--- config.mk ---
export PLATFORM = sky130hd
export DESIGN_NAME = tcd_timer_compare
export DESIGN_NICKNAME = d
export VERILOG_FILES = /design/src/tcd_pkg.sv /design/src/tcd_dead_timer.sv /design/src/tcd_flag_sync.sv /design/src/tcd_timer_compare.sv
export VERILOG_INCLUDE_DIRS = /design/src
export SDC_FILE = /design/constraint.sdc
export NUM_CORES = 1
export LEC_CHECK = 0
export BUFFER_PORTS_ARGS = -buffer_cell sky130_fd_sc_hd__buf_2
export CELL_PAD_IN_SITES_DETAIL_PLACEMENT = 1
export CELL_PAD_IN_SITES_GLOBAL_PLACEMENT = 2
export CORE_UTILIZATION = 38
export CTS_BUF_LIST = sky130_fd_sc_hd__clkbuf_8
export DETAILED_ROUTE_END_ITERATION = 8
export PLACE_DENSITY = 0.85
export SLEW_MARGIN = 15
export SYNTH_ARGS = -nofsm -noshare
export SYNTH_HDL_FRONTEND = slang
export SYNTH_SLANG_ARGS = --single-unit
--- constraint.sdc ---
create_clock -name REF_CLK -period 1.7 [get_ports REF_CLK]
set_input_delay 0.34 -clock REF_CLK [delete_from_list [all_inputs] [get_ports REF_CLK]]
set_output_delay 0.34 -clock REF_CLK [all_outputs]
set_load 0.005 [all_outputs]
--- src/tcd_consts.svh ---
// Register offsets, field positions and reset values of the timer compare block.
`ifndef TCD_CONSTS_SVH
`define TCD_CONSTS_SVH
`define TCD_ADDR_FLAGS     6'h38
`define TCD_ADDR_MASK      6'h39
`define TCD_ADDR_COUNT     6'h2E
`define TCD_ADDR_TEMP      6'h2F
`define TCD_ADDR_CMP_A     6'h30
`define TCD_ADDR_CMP_B     6'h31
`define TCD_ADDR_CMP_C     6'h32
`define TCD_ADDR_CMP_D     6'h33
`define TCD_ADDR_DEAD      6'h34
`define TCD_BIT_D          7
`define TCD_BIT_A          6
`define TCD_BIT_B          5
`define TCD_BIT_OVF        2
`define TCD_TEMP_MSB       1
`define TCD_DT_TRUE_MSB    7
`define TCD_DT_TRUE_LSB    4
`define TCD_DT_INV_MSB     3
`define TCD_DT_INV_LSB     0
`define TCD_CMP_C_MIN      10'h003
`define TCD_CMP_C_RESET    10'h3FF
`define TCD_VEC_D          10'h010
`define TCD_VEC_A          10'h003
`define TCD_VEC_B          10'h009
`define TCD_VEC_OVF        10'h004
`define TCD_VEC_NONE       10'h000
`define TCD_OWN_MASK       8'hE4
`endif

--- src/tcd_pkg.sv ---
// Types shared by the timer compare block.
package tcd_pkg;
   typedef enum logic [1:0] {
      TCD_MODE_NORMAL,
      TCD_MODE_FAST,
      TCD_MODE_PHASE_FREQ
   } tcd_mode_t;
endpackage

--- src/tcd_dead_timer.sv ---
// Dead-time counter in prescaled clock periods for one output edge.
`timescale 1ns/1ps
module tcd_dead_timer #(
   parameter int WIDTH = 4
) (
   input  wire logic             clk,
   input  wire logic             rst_n,
   input  wire logic             start,
   input  wire logic             tick,
   input  wire logic [WIDTH-1:0] length,
   output logic                  busy
);
   typedef struct packed {
      logic [WIDTH-1:0] count;
      logic             busy;
   } tcd_dt_state_t;

   tcd_dt_state_t st_reg;
   tcd_dt_state_t st_next;

   always_comb begin
      st_next = st_reg;
      if (start) begin
         st_next.count = length;
         st_next.busy  = (length != '0);
      end else if (st_reg.busy && tick) begin
         st_next.count = st_reg.count - 1'b1;
         st_next.busy  = (st_reg.count != {{(WIDTH-1){1'b0}}, 1'b1});
      end
   end

   always_ff @(posedge clk or negedge rst_n) begin
      if (!rst_n) begin
         st_reg <= '0;
      end else begin
         st_reg <= st_next;
      end
   end

   assign busy = st_reg.busy;
endmodule

--- src/tcd_flag_sync.sv ---
// One sticky flag with delayed set and delayed one-write clear.
`timescale 1ns/1ps
module tcd_flag_sync (
   input  wire logic clk,
   input  wire logic rst_n,
   input  wire logic set_evt,
   input  wire logic clr_write,
   input  wire logic clr_vector,
   output logic      flag
);
   typedef struct packed {
      logic set_dly;
      logic clr_dly;
      logic flag;
   } tcd_fl_state_t;

   tcd_fl_state_t st_reg;
   tcd_fl_state_t st_next;

   always_comb begin
      st_next         = st_reg;
      st_next.set_dly = set_evt;
      st_next.clr_dly = clr_write;
      // Write clear one cycle late, vector clear at once; a set wins over both.
      if (st_reg.set_dly) begin
         st_next.flag = 1'b1;
      end else if (st_reg.clr_dly || clr_vector) begin
         st_next.flag = 1'b0;
      end
   end

   always_ff @(posedge clk or negedge rst_n) begin
      if (!rst_n) begin
         st_reg <= '0;
      end else begin
         st_reg <= st_next;
      end
   end

   assign flag = st_reg.flag;
endmodule

--- src/tcd_timer_compare.sv ---
// Compare, interrupt flag and dead-time registers of the 10-bit timer.
`timescale 1ns/1ps
`include "tcd_consts.svh"

module tcd_timer_compare #(
   parameter int CW = 10
) (
   input  wire logic                REF_CLK,
   input  wire logic                NRST,
   input  wire logic [5:0]          ADDR,
   input  wire logic [7:0]          WDATA,
   input  wire logic                WR_EN,
   input  wire logic                RD_EN,
   input  wire logic                GLOBAL_IRQ_EN,
   input  wire logic                VECTOR_ACK,
   input  wire logic [9:0]          VECTOR_ACK_ADDR,
   input  wire logic [CW-1:0]       COUNT_IN,
   input  wire logic                COUNT_ADVANCE,
   input  wire logic                COUNT_DOWN_IN,
   input  wire logic                BOTTOM_EVT,
   input  wire logic                PRESCALE_TICK,
   input  wire tcd_pkg::tcd_mode_t  MODE,
   input  wire logic                EDGE_TRUE,
   input  wire logic                EDGE_INV,
   output logic [7:0]               RDATA,
   output logic                     COUNT_LOAD,
   output logic [CW-1:0]            COUNT_LOAD_VALUE,
   output logic                     COUNT_CLEAR,
   output logic                     COUNT_FORCE_UP,
   output logic                     MATCH_A,
   output logic                     MATCH_B,
   output logic                     MATCH_D,
   output logic [CW-1:0]            TOP_VALUE,
   output logic                     IRQ_REQ,
   output logic [9:0]               IRQ_VECTOR,
   output logic                     DEAD_TRUE_BUSY,
   output logic                     DEAD_INV_BUSY
);
   typedef struct packed {
      logic [1:0]    temp;
      logic [CW-1:0] cmp_a;
      logic [CW-1:0] cmp_b;
      logic [CW-1:0] cmp_c;
      logic [CW-1:0] cmp_d;
      logic [7:0]    mask;
      logic [7:0]    dead;
      logic [7:0]    rdata;
      logic          load;
      logic [CW-1:0] load_val;
      logic          clear;
      logic          force_up;
      logic          m_a;
      logic          m_b;
      logic          m_d;
      logic          irq;
      logic [9:0]    vec;
      logic          dt_true;
      logic          dt_inv;
   } tcd_state_t;

   tcd_state_t st_reg;
   tcd_state_t st_next;

   logic [7:0] flags;
   logic       ev_a;
   logic       ev_b;
   logic       ev_d;
   logic       ev_ovf;
   logic       wr_flags;
   logic       dt_true_busy;
   logic       dt_inv_busy;

   function automatic logic hit(input logic [7:0] a, input logic [5:0] b,
                                input logic s);
      return s && (a[5:0] == b);
   endfunction

   function automatic logic [CW-1:0] join10(input logic [1:0] hi,
                                            input logic [7:0] lo);
      return {hi, lo};
   endfunction

   // A value only matches when the engine reached it by counting.
   function automatic logic counted_to(input logic          adv,
                                       input logic [CW-1:0] cnt,
                                       input logic [CW-1:0] cmp);
      return adv && (cnt == cmp);
   endfunction

   assign wr_flags = hit({2'h0, ADDR}, `TCD_ADDR_FLAGS, WR_EN);

   // Match only while the counter advances.
   // Software writes never advance, so no match.
   assign ev_a = counted_to(COUNT_ADVANCE, COUNT_IN, st_reg.cmp_a);
   assign ev_b = counted_to(COUNT_ADVANCE, COUNT_IN, st_reg.cmp_b);
   assign ev_d = counted_to(COUNT_ADVANCE, COUNT_IN, st_reg.cmp_d);

   // Overflow at top wrap in normal and fast modes.
   // Overflow at bottom in phase-frequency mode.
   always_comb begin
      case (MODE)
         tcd_pkg::TCD_MODE_PHASE_FREQ: ev_ovf = BOTTOM_EVT;
         tcd_pkg::TCD_MODE_NORMAL,
         tcd_pkg::TCD_MODE_FAST:
            ev_ovf = counted_to(COUNT_ADVANCE, COUNT_IN, st_reg.cmp_c);
         default: ev_ovf = 1'b0;
      endcase
   end

   // Flags at bits 7, 6, 5 and overflow at bit 2.
   // Vector execution clears the matching flag.
   tcd_flag_sync u_flag_d (
      .clk        (REF_CLK),
      .rst_n      (NRST),
      .set_evt    (ev_d),
      .clr_write  (wr_flags && WDATA[`TCD_BIT_D]),
      .clr_vector (VECTOR_ACK && VECTOR_ACK_ADDR == `TCD_VEC_D),
      .flag       (flags[`TCD_BIT_D])
   );
   tcd_flag_sync u_flag_a (
      .clk        (REF_CLK),
      .rst_n      (NRST),
      .set_evt    (ev_a),
      .clr_write  (wr_flags && WDATA[`TCD_BIT_A]),
      .clr_vector (VECTOR_ACK && VECTOR_ACK_ADDR == `TCD_VEC_A),
      .flag       (flags[`TCD_BIT_A])
   );
   tcd_flag_sync u_flag_b (
      .clk        (REF_CLK),
      .rst_n      (NRST),
      .set_evt    (ev_b),
      .clr_write  (wr_flags && WDATA[`TCD_BIT_B]),
      .clr_vector (VECTOR_ACK && VECTOR_ACK_ADDR == `TCD_VEC_B),
      .flag       (flags[`TCD_BIT_B])
   );
   tcd_flag_sync u_flag_ovf (
      .clk        (REF_CLK),
      .rst_n      (NRST),
      .set_evt    (ev_ovf),
      .clr_write  (wr_flags && WDATA[`TCD_BIT_OVF]),
      .clr_vector (VECTOR_ACK && VECTOR_ACK_ADDR == `TCD_VEC_OVF),
      .flag       (flags[`TCD_BIT_OVF])
   );
   assign flags[4:3] = 2'h0;
   assign flags[1:0] = 2'h0;

   // One register feeds both dead-time counters, true and inverted.
   // Counts run on the prescaled tick, 0 to 15 periods.
   tcd_dead_timer #(.WIDTH(4)) u_dead_true (
      .clk    (REF_CLK),
      .rst_n  (NRST),
      .start  (EDGE_TRUE),
      .tick   (PRESCALE_TICK),
      .length (st_reg.dead[`TCD_DT_TRUE_MSB:`TCD_DT_TRUE_LSB]),
      .busy   (dt_true_busy)
   );
   tcd_dead_timer #(.WIDTH(4)) u_dead_inv (
      .clk    (REF_CLK),
      .rst_n  (NRST),
      .start  (EDGE_INV),
      .tick   (PRESCALE_TICK),
      .length (st_reg.dead[`TCD_DT_INV_MSB:`TCD_DT_INV_LSB]),
      .busy   (dt_inv_busy)
   );

   always_comb begin
      logic [CW-1:0] wval;
      wval             = join10(st_reg.temp, WDATA);
      st_next          = st_reg;
      st_next.load     = 1'b0;
      st_next.force_up = 1'b0;
      st_next.m_a      = ev_a;
      st_next.m_b      = ev_b;
      st_next.m_d      = ev_d;
      // Separate delays, retimed so each output leaves a flop.
      st_next.dt_true  = dt_true_busy;
      st_next.dt_inv   = dt_inv_busy;
      // Channel C match clears the counter in every mode.
      st_next.clear    = counted_to(COUNT_ADVANCE, COUNT_IN, st_reg.cmp_c);
      if (WR_EN) begin
         case (ADDR)
            // Only bits 1:0 of the temp register are kept.
            `TCD_ADDR_TEMP: st_next.temp = WDATA[`TCD_TEMP_MSB:0];
            // Low-byte write transfers all ten bits at once.
            `TCD_ADDR_COUNT: begin
               st_next.load     = 1'b1;
               st_next.load_val = wval;
               st_next.force_up = 1'b1;
            end
            // Same temp register used for every 10-bit target.
            `TCD_ADDR_CMP_A: st_next.cmp_a = wval;
            `TCD_ADDR_CMP_B: st_next.cmp_b = wval;
            // Values below three are replaced by three.
            `TCD_ADDR_CMP_C: st_next.cmp_c = (wval < `TCD_CMP_C_MIN) ?
                                             `TCD_CMP_C_MIN : wval;
            `TCD_ADDR_CMP_D: st_next.cmp_d = wval;
            `TCD_ADDR_MASK:  st_next.mask  = WDATA & `TCD_OWN_MASK;
            `TCD_ADDR_DEAD:  st_next.dead  = WDATA;
            default: ;
         endcase
      end
      st_next.rdata = 8'h00;
      if (RD_EN) begin
         case (ADDR)
            `TCD_ADDR_TEMP: st_next.rdata = {6'h00, st_reg.temp};
            // Low-byte read latches bits nine and eight.
            `TCD_ADDR_COUNT: begin
               st_next.rdata = COUNT_IN[7:0];
               st_next.temp  = COUNT_IN[CW-1:8];
            end
            // Compare reads park bits nine and eight in temp.
            `TCD_ADDR_CMP_A: begin
               st_next.rdata = st_reg.cmp_a[7:0];
               st_next.temp  = st_reg.cmp_a[CW-1:8];
            end
            `TCD_ADDR_CMP_B: begin
               st_next.rdata = st_reg.cmp_b[7:0];
               st_next.temp  = st_reg.cmp_b[CW-1:8];
            end
            `TCD_ADDR_CMP_C: begin
               st_next.rdata = st_reg.cmp_c[7:0];
               st_next.temp  = st_reg.cmp_c[CW-1:8];
            end
            `TCD_ADDR_CMP_D: begin
               st_next.rdata = st_reg.cmp_d[7:0];
               st_next.temp  = st_reg.cmp_d[CW-1:8];
            end
            `TCD_ADDR_MASK:  st_next.rdata = st_reg.mask;
            `TCD_ADDR_FLAGS: st_next.rdata = flags;
            `TCD_ADDR_DEAD:  st_next.rdata = st_reg.dead;
            default:         st_next.rdata = 8'h00;
         endcase
      end
      // Request needs global enable, mask and flag.
      // Fixed priority keeps the lowest vector first, as the core expects.
      st_next.irq = 1'b0;
      st_next.vec = `TCD_VEC_NONE;
      if (GLOBAL_IRQ_EN) begin
         // Mask bit 6 selects compare A.
         if (st_reg.mask[`TCD_BIT_A] && flags[`TCD_BIT_A]) begin
            st_next.irq = 1'b1;
            st_next.vec = `TCD_VEC_A;
         end else if (st_reg.mask[`TCD_BIT_OVF] && flags[`TCD_BIT_OVF]) begin
            st_next.irq = 1'b1;
            st_next.vec = `TCD_VEC_OVF;
         // Mask bit 5 selects compare B.
         end else if (st_reg.mask[`TCD_BIT_B] && flags[`TCD_BIT_B]) begin
            st_next.irq = 1'b1;
            st_next.vec = `TCD_VEC_B;
         // Mask bit 7 selects compare D.
         end else if (st_reg.mask[`TCD_BIT_D] && flags[`TCD_BIT_D]) begin
            st_next.irq = 1'b1;
            st_next.vec = `TCD_VEC_D;
         end
      end
   end

   always_ff @(posedge REF_CLK or negedge NRST) begin
      if (!NRST) begin
         st_reg       <= '0;
         st_reg.cmp_c <= `TCD_CMP_C_RESET;
      end else begin
         st_reg <= st_next;
      end
   end

   logic [7:0] unused_ok;
   assign unused_ok = {7'h00, COUNT_DOWN_IN};

   assign RDATA            = st_reg.rdata;
   assign COUNT_LOAD       = st_reg.load;
   assign COUNT_LOAD_VALUE = st_reg.load_val;
   assign COUNT_CLEAR      = st_reg.clear;
   assign COUNT_FORCE_UP   = st_reg.force_up;
   assign MATCH_A          = st_reg.m_a;
   assign MATCH_B          = st_reg.m_b;
   assign MATCH_D          = st_reg.m_d;
   assign TOP_VALUE        = st_reg.cmp_c;
   assign IRQ_REQ          = st_reg.irq;
   assign IRQ_VECTOR       = st_reg.vec;
   assign DEAD_TRUE_BUSY   = st_reg.dt_true;
   assign DEAD_INV_BUSY    = st_reg.dt_inv;
endmodule

# [After elaboration in Yosys (flattened, before gate mapping)]
# Index checks and enable logic that the tools add are counted.
[totals] regBits=110 mem_bits_rw=0 inputBits=48 word_cells=131 mem_bits_ro=0 output_inout_bits=47 n_memories=0 latchBits=0
[classes] eq_ne=21 n_addsub=2 reduce_logical=40 multipliers=0 shift=0 order_cmp=1 bitwise_logic=0 mux=35 div=0
[op_table] operator="$mux 11" count=7
[op_table] operator="$pmux 8 s9" count=1
[op_table] operator="$mux 58" count=1
[op_table] operator="$eq 6x6->1 const B" count=9
[op_table] operator="$mux 10" count=5
[op_table] operator="$eq 10x10->1" count=4
[op_table] operator="$mux 8" count=3
[op_table] operator="$mux 5" count=4
[op_table] operator="$logic_and 1x1->1" count=19
[op_table] operator="$reduce_and 2->1" count=7
[op_table] operator="$reduce_bool 2->1" count=6
[op_table] operator="$eq 10x2->1 const B" count=1
[op_table] operator="$eq 10x3->1 const B" count=1
[op_table] operator="$eq 10x4->1 const B" count=1
[op_table] operator="$eq 10x5->1 const B" count=1
[op_table] operator="$lt 10x2->1 const B" count=1
[op_table] operator="$mux 1" count=10
[op_table] operator="$pmux 2 s5" count=1
[op_table] operator="$ne 4x1->1 const B" count=2
[op_table] operator="$reduce_bool 4->1" count=2
[op_table] operator="$sub 4x1->4 const B" count=2
[op_table] operator="$logic_or 1x1->1" count=4
[op_table] operator="$mux 2" count=2
[op_table] operator="$eq 2x1->1 const B" count=1
[op_table] operator="4 further kinds" count=4

# [Depth between registers and ports, before layout]
[logic_depth] depth_word=6 depth_mapped=6 depth_no_buf=5

# [Modules after synthesis]
# From an unflattened synthesis, not the netlist that was laid out.
[hier_totals] hier_cells=471 area_unflattened_um2=5685.5
[modules_own_cells] module="tcd_timer_compare" instances=1 area_per_inst_um2=4724.5 cells_per_inst=393
[modules_own_cells] module="tcd_dead_timer" instances=2 area_per_inst_um2=307.8 cells_per_inst=29
[modules_own_cells] module="tcd_flag_sync" instances=4 area_per_inst_um2=86.3 cells_per_inst=5

# [Least setup slack after synthesis]
# No wires, ideal clock.
[synth_timing] kind="input to register" start="in ADDR[0]" end="reg st_reg[37] in the netlist's numbering" arrival_time_ps=1394 stages=6 n_path_buf=2 setup_slack_ps=180 cell_sequence="nor3_2 and4_1 buf_6 and2_4 buf_6 mux2_4"
[synth_between] elab_chain_len=2
[synth_rtl] item="start, declared" line="tcd_timer_compare.sv:10" source="input wire logic [5:0] ADDR,"
[synth_rtl] item="$eq 6x6->1" line="tcd_timer_compare.sv:181" source="case (ADDR)"
[synth_rtl] item="$reduce_and 2->1 (no source line)"
[synth_rtl] item="end signal, assigned" line="tcd_timer_compare.sv:263" source="st_reg <= st_next;"
[synth_rtl] item="end, declared" line="tcd_timer_compare.sv:61" source="tcd_state_t st_reg;"
# Every way passes these cells.
# A chain may end at the register's enable or synchronous reset.

==> metrics.txt <==
Sequential Area=2620 um^2; IR drop worst, VDD=0.516 mV; Static Leak=2.95 nW; vias in the first global route=4094; number of synthesized flops with an enable pin=0; Pre-Repair DR Iteration Count=4; clk_lat worst skew=0.38 ns; Mapped Cells=474; crit-path cells=xnor2_1 -> nand4_1 -> nor3_1 -> mux2_2; Seq/Total Area, Yosys=47.4%; first-pass GRT wire length=23000 um; layout cells sized above 1=40.6%; Rows=43; Post-synth top cells=dfrtp_1, nand2_1, buf_4, xnor2_1, mux2_2; DP Area=6060 um^2; Hold Path Cell Cnt=2; Cell Count, Final, Fillers Out=729; total number of vias=3832; Port-buffer cells=88; chip width=122 um; pre-CTS setup slack=-0.0999 ns; RR Startpoint=TOP_VALUE[9]; fin util=44.8%; Fin Clk Skew=0.0101 ns; pin count of the biggest net entering global routing=42; ANT cells=0; Placed Cells=712; I/O Pins=95; Max Transition Viols Final=0; fillers=1519; Max stage delay cell, worst path=dfstp_2; setup ws final=0.172 ns; #FFs+latches synth=104; Remaining Overflow, GRT=0; CTS tree=yes; most frequent cell after synthesis=dfrtp_1; H-tree depth=3; TritonCTS Sinks=104; WHS Endpoint=u_flag_ovf.st_reg[2]; First DRT Iteration DRCs=214; post-route cell area=6290 um^2; R2R Path End=u_flag_ovf.st_reg[2]; top_reg_cell synth=dfrtp_1; Nets=596; die height=122 um; critical path fanouts, max=4; worst reg-to-reg path cell count=4; Largest register FFs=44; WP data required=2.03 ns; min-delay src=MODE[1]; DRC viols=0; pwr dens=939 nW/um^2; Ys Warns=0; post-synthesis cell type count=54; total CTS buffers=9; Arrival @ worst endpoint=1.86 ns; share of flip-flops with an asynchronous set or reset=100%; Setup violations, final=0; critical path class=flip-flop to flip-flop; ratio of final minimum period to clock period=89.9%; synthesis-to-finish area growth=14.1%; Post-CTS Setup Repair Bufs=0; die area=15000 um^2; clk root buf=clkbuf_8; total track usage=20.8%; clk buf depth=2; MaxCap Viol Count=0; status=complete, no violations; drt via density=5.26; clock slew at reported path FFs=0.10 ns; max frequency=0.654 GHz; cell area after synthesis=5510 um^2; initial antenna violation count=0; Initial Util=39.3%; multi-input logic area=2430 um^2; # resized after CTS=0; hpwl dp=10900 um; hold buffer count at cts=1; minimum clock period=1.53 ns; wire per inst=19.9 um; top post-synthesis cells by area=dfrtp_1, mux2_2, xnor2_1; remaining antenna violation count=0; Worst Setup End Kind=flip-flop; GP Congestion=0.830; cell taking the most area after synthesis=dfrtp_1; endpoints failing hold=0; startpoint types=flip-flop; Setup TNS Final=0 ns; RSZ-0062 raised after global routing=false; Core ar.=14000 um^2; Avg Cell Area, Syn=11.6 um^2; min-delay worst type=primary input to flip-flop; final wirelength=14500 um; setup slack, reg-to-reg=0.17 ns; CP max stage delay=0.59 ns; top-area cell type share of the netlist area=42.7%
layer usage:
metal | vias up | track usage, % | wire [um]
met2 | 91 | 34.1 | 7260
met1 | 1958 | 26.6 | 6370
li1 | 1762 | - | -
met3 | 21 | 5.48 | 583
met5 | - | 0 | 0
met4 | 0 | 6.71 | 322
cell type report:
cell class / count / area share [%]
repair buffers: 119 / 12.2
well taps: 180 / 3.58
inverters: 10 / 0.597
flip-flops and latches: 104 / 41.6
multi-input cells: 300 / 38.6
clock buffers: 12 / 2.63
clock inverters: 4 / 0.815
critical path: cells and delay by family, from the launching register on:
family / cells / cell delay (ns)
multiplexers: 1 / 0.23
flip-flops: 1 / 0.59
AND/OR/NAND/NOR: 2 / 0.47
XOR/XNOR: 1 / 0.18
through the flow:
| stage | hold slack [ns] | total power, W |
|---|---|---|
| final | 0.219 | 0.00591 |
| after global routing | 0.195 | 0.00620 |
| after CTS | 0.195 | 0.00599 |
| after detailed placement | 0.208 | 0.00429 |
| after global placement | 0.204 | 0.00421 |
| after floorplan | 0.0444 | 0.00386 |
cell usage in the layout, fill, tap and decap left out, types with 10 or more instances in the layout:
| cell | n |
|---|---|
| a21oi_1 | 10 |
| a22oi_1 | 10 |
| buf_2 | 87 |
| buf_4 | 24 |
| clkbuf_8 | 12 |
| dfrtp_1 | 94 |
| dfstp_2 | 10 |
| inv_1 | 11 |
| mux2_2 | 41 |
| mux2_4 | 17 |
| nand2_1 | 55 |
| nand3_1 | 10 |
| nor2_1 | 10 |
| xnor2_1 | 42 |
kinds of logic after synthesis:
kind of cell	count (synthesis)	synth area share, %
AND/OR/NAND/NOR	129	12.8
flip-flops	104	47.4
buffers and inverters	74	8.74
multiplexers	69	16.8
AO/OA/AOI/OAI	47	5.88
XOR/XNOR	46	7.31
adder cells (fa/ha/maj)	4	0.908
other	1	0.0680
power by group:
| group | internal [W] | leakage [nW] | total [W] | switching, W |
|---|---|---|---|---|
| Combinational | 0.000620 | 1.48 | 0.00116 | 0.000538 |
| Clock | 0.000805 | 0.114 | 0.00166 | 0.000860 |
| Sequential | 0.00279 | 1.36 | 0.00309 | 0.000296 |
| Total | 0.00421 | 2.95 | 0.00591 | 0.00169 |
how the worst max path moves through the flow:
stage	slack [ns]	to	startpoint	depth (start not counted)
2_1_floorplan	0.18	st_reg[37]	ADDR[0]	6
3_3_place_gp	-0.07	st_reg[42]	ADDR[0]	5
3_5_place_dp	-0.1	st_reg[39]	ADDR[0]	5
4_1_cts	0.17	u_flag_ovf.st_reg[2]	TOP_VALUE[9]	4
5_1_grt	0.08	u_flag_ovf.st_reg[2]	TOP_VALUE[9]	4
6_report	0.17	u_flag_ovf.st_reg[2]	TOP_VALUE[9]	4
Note: power is estimated with default switching activity, not from simulation.
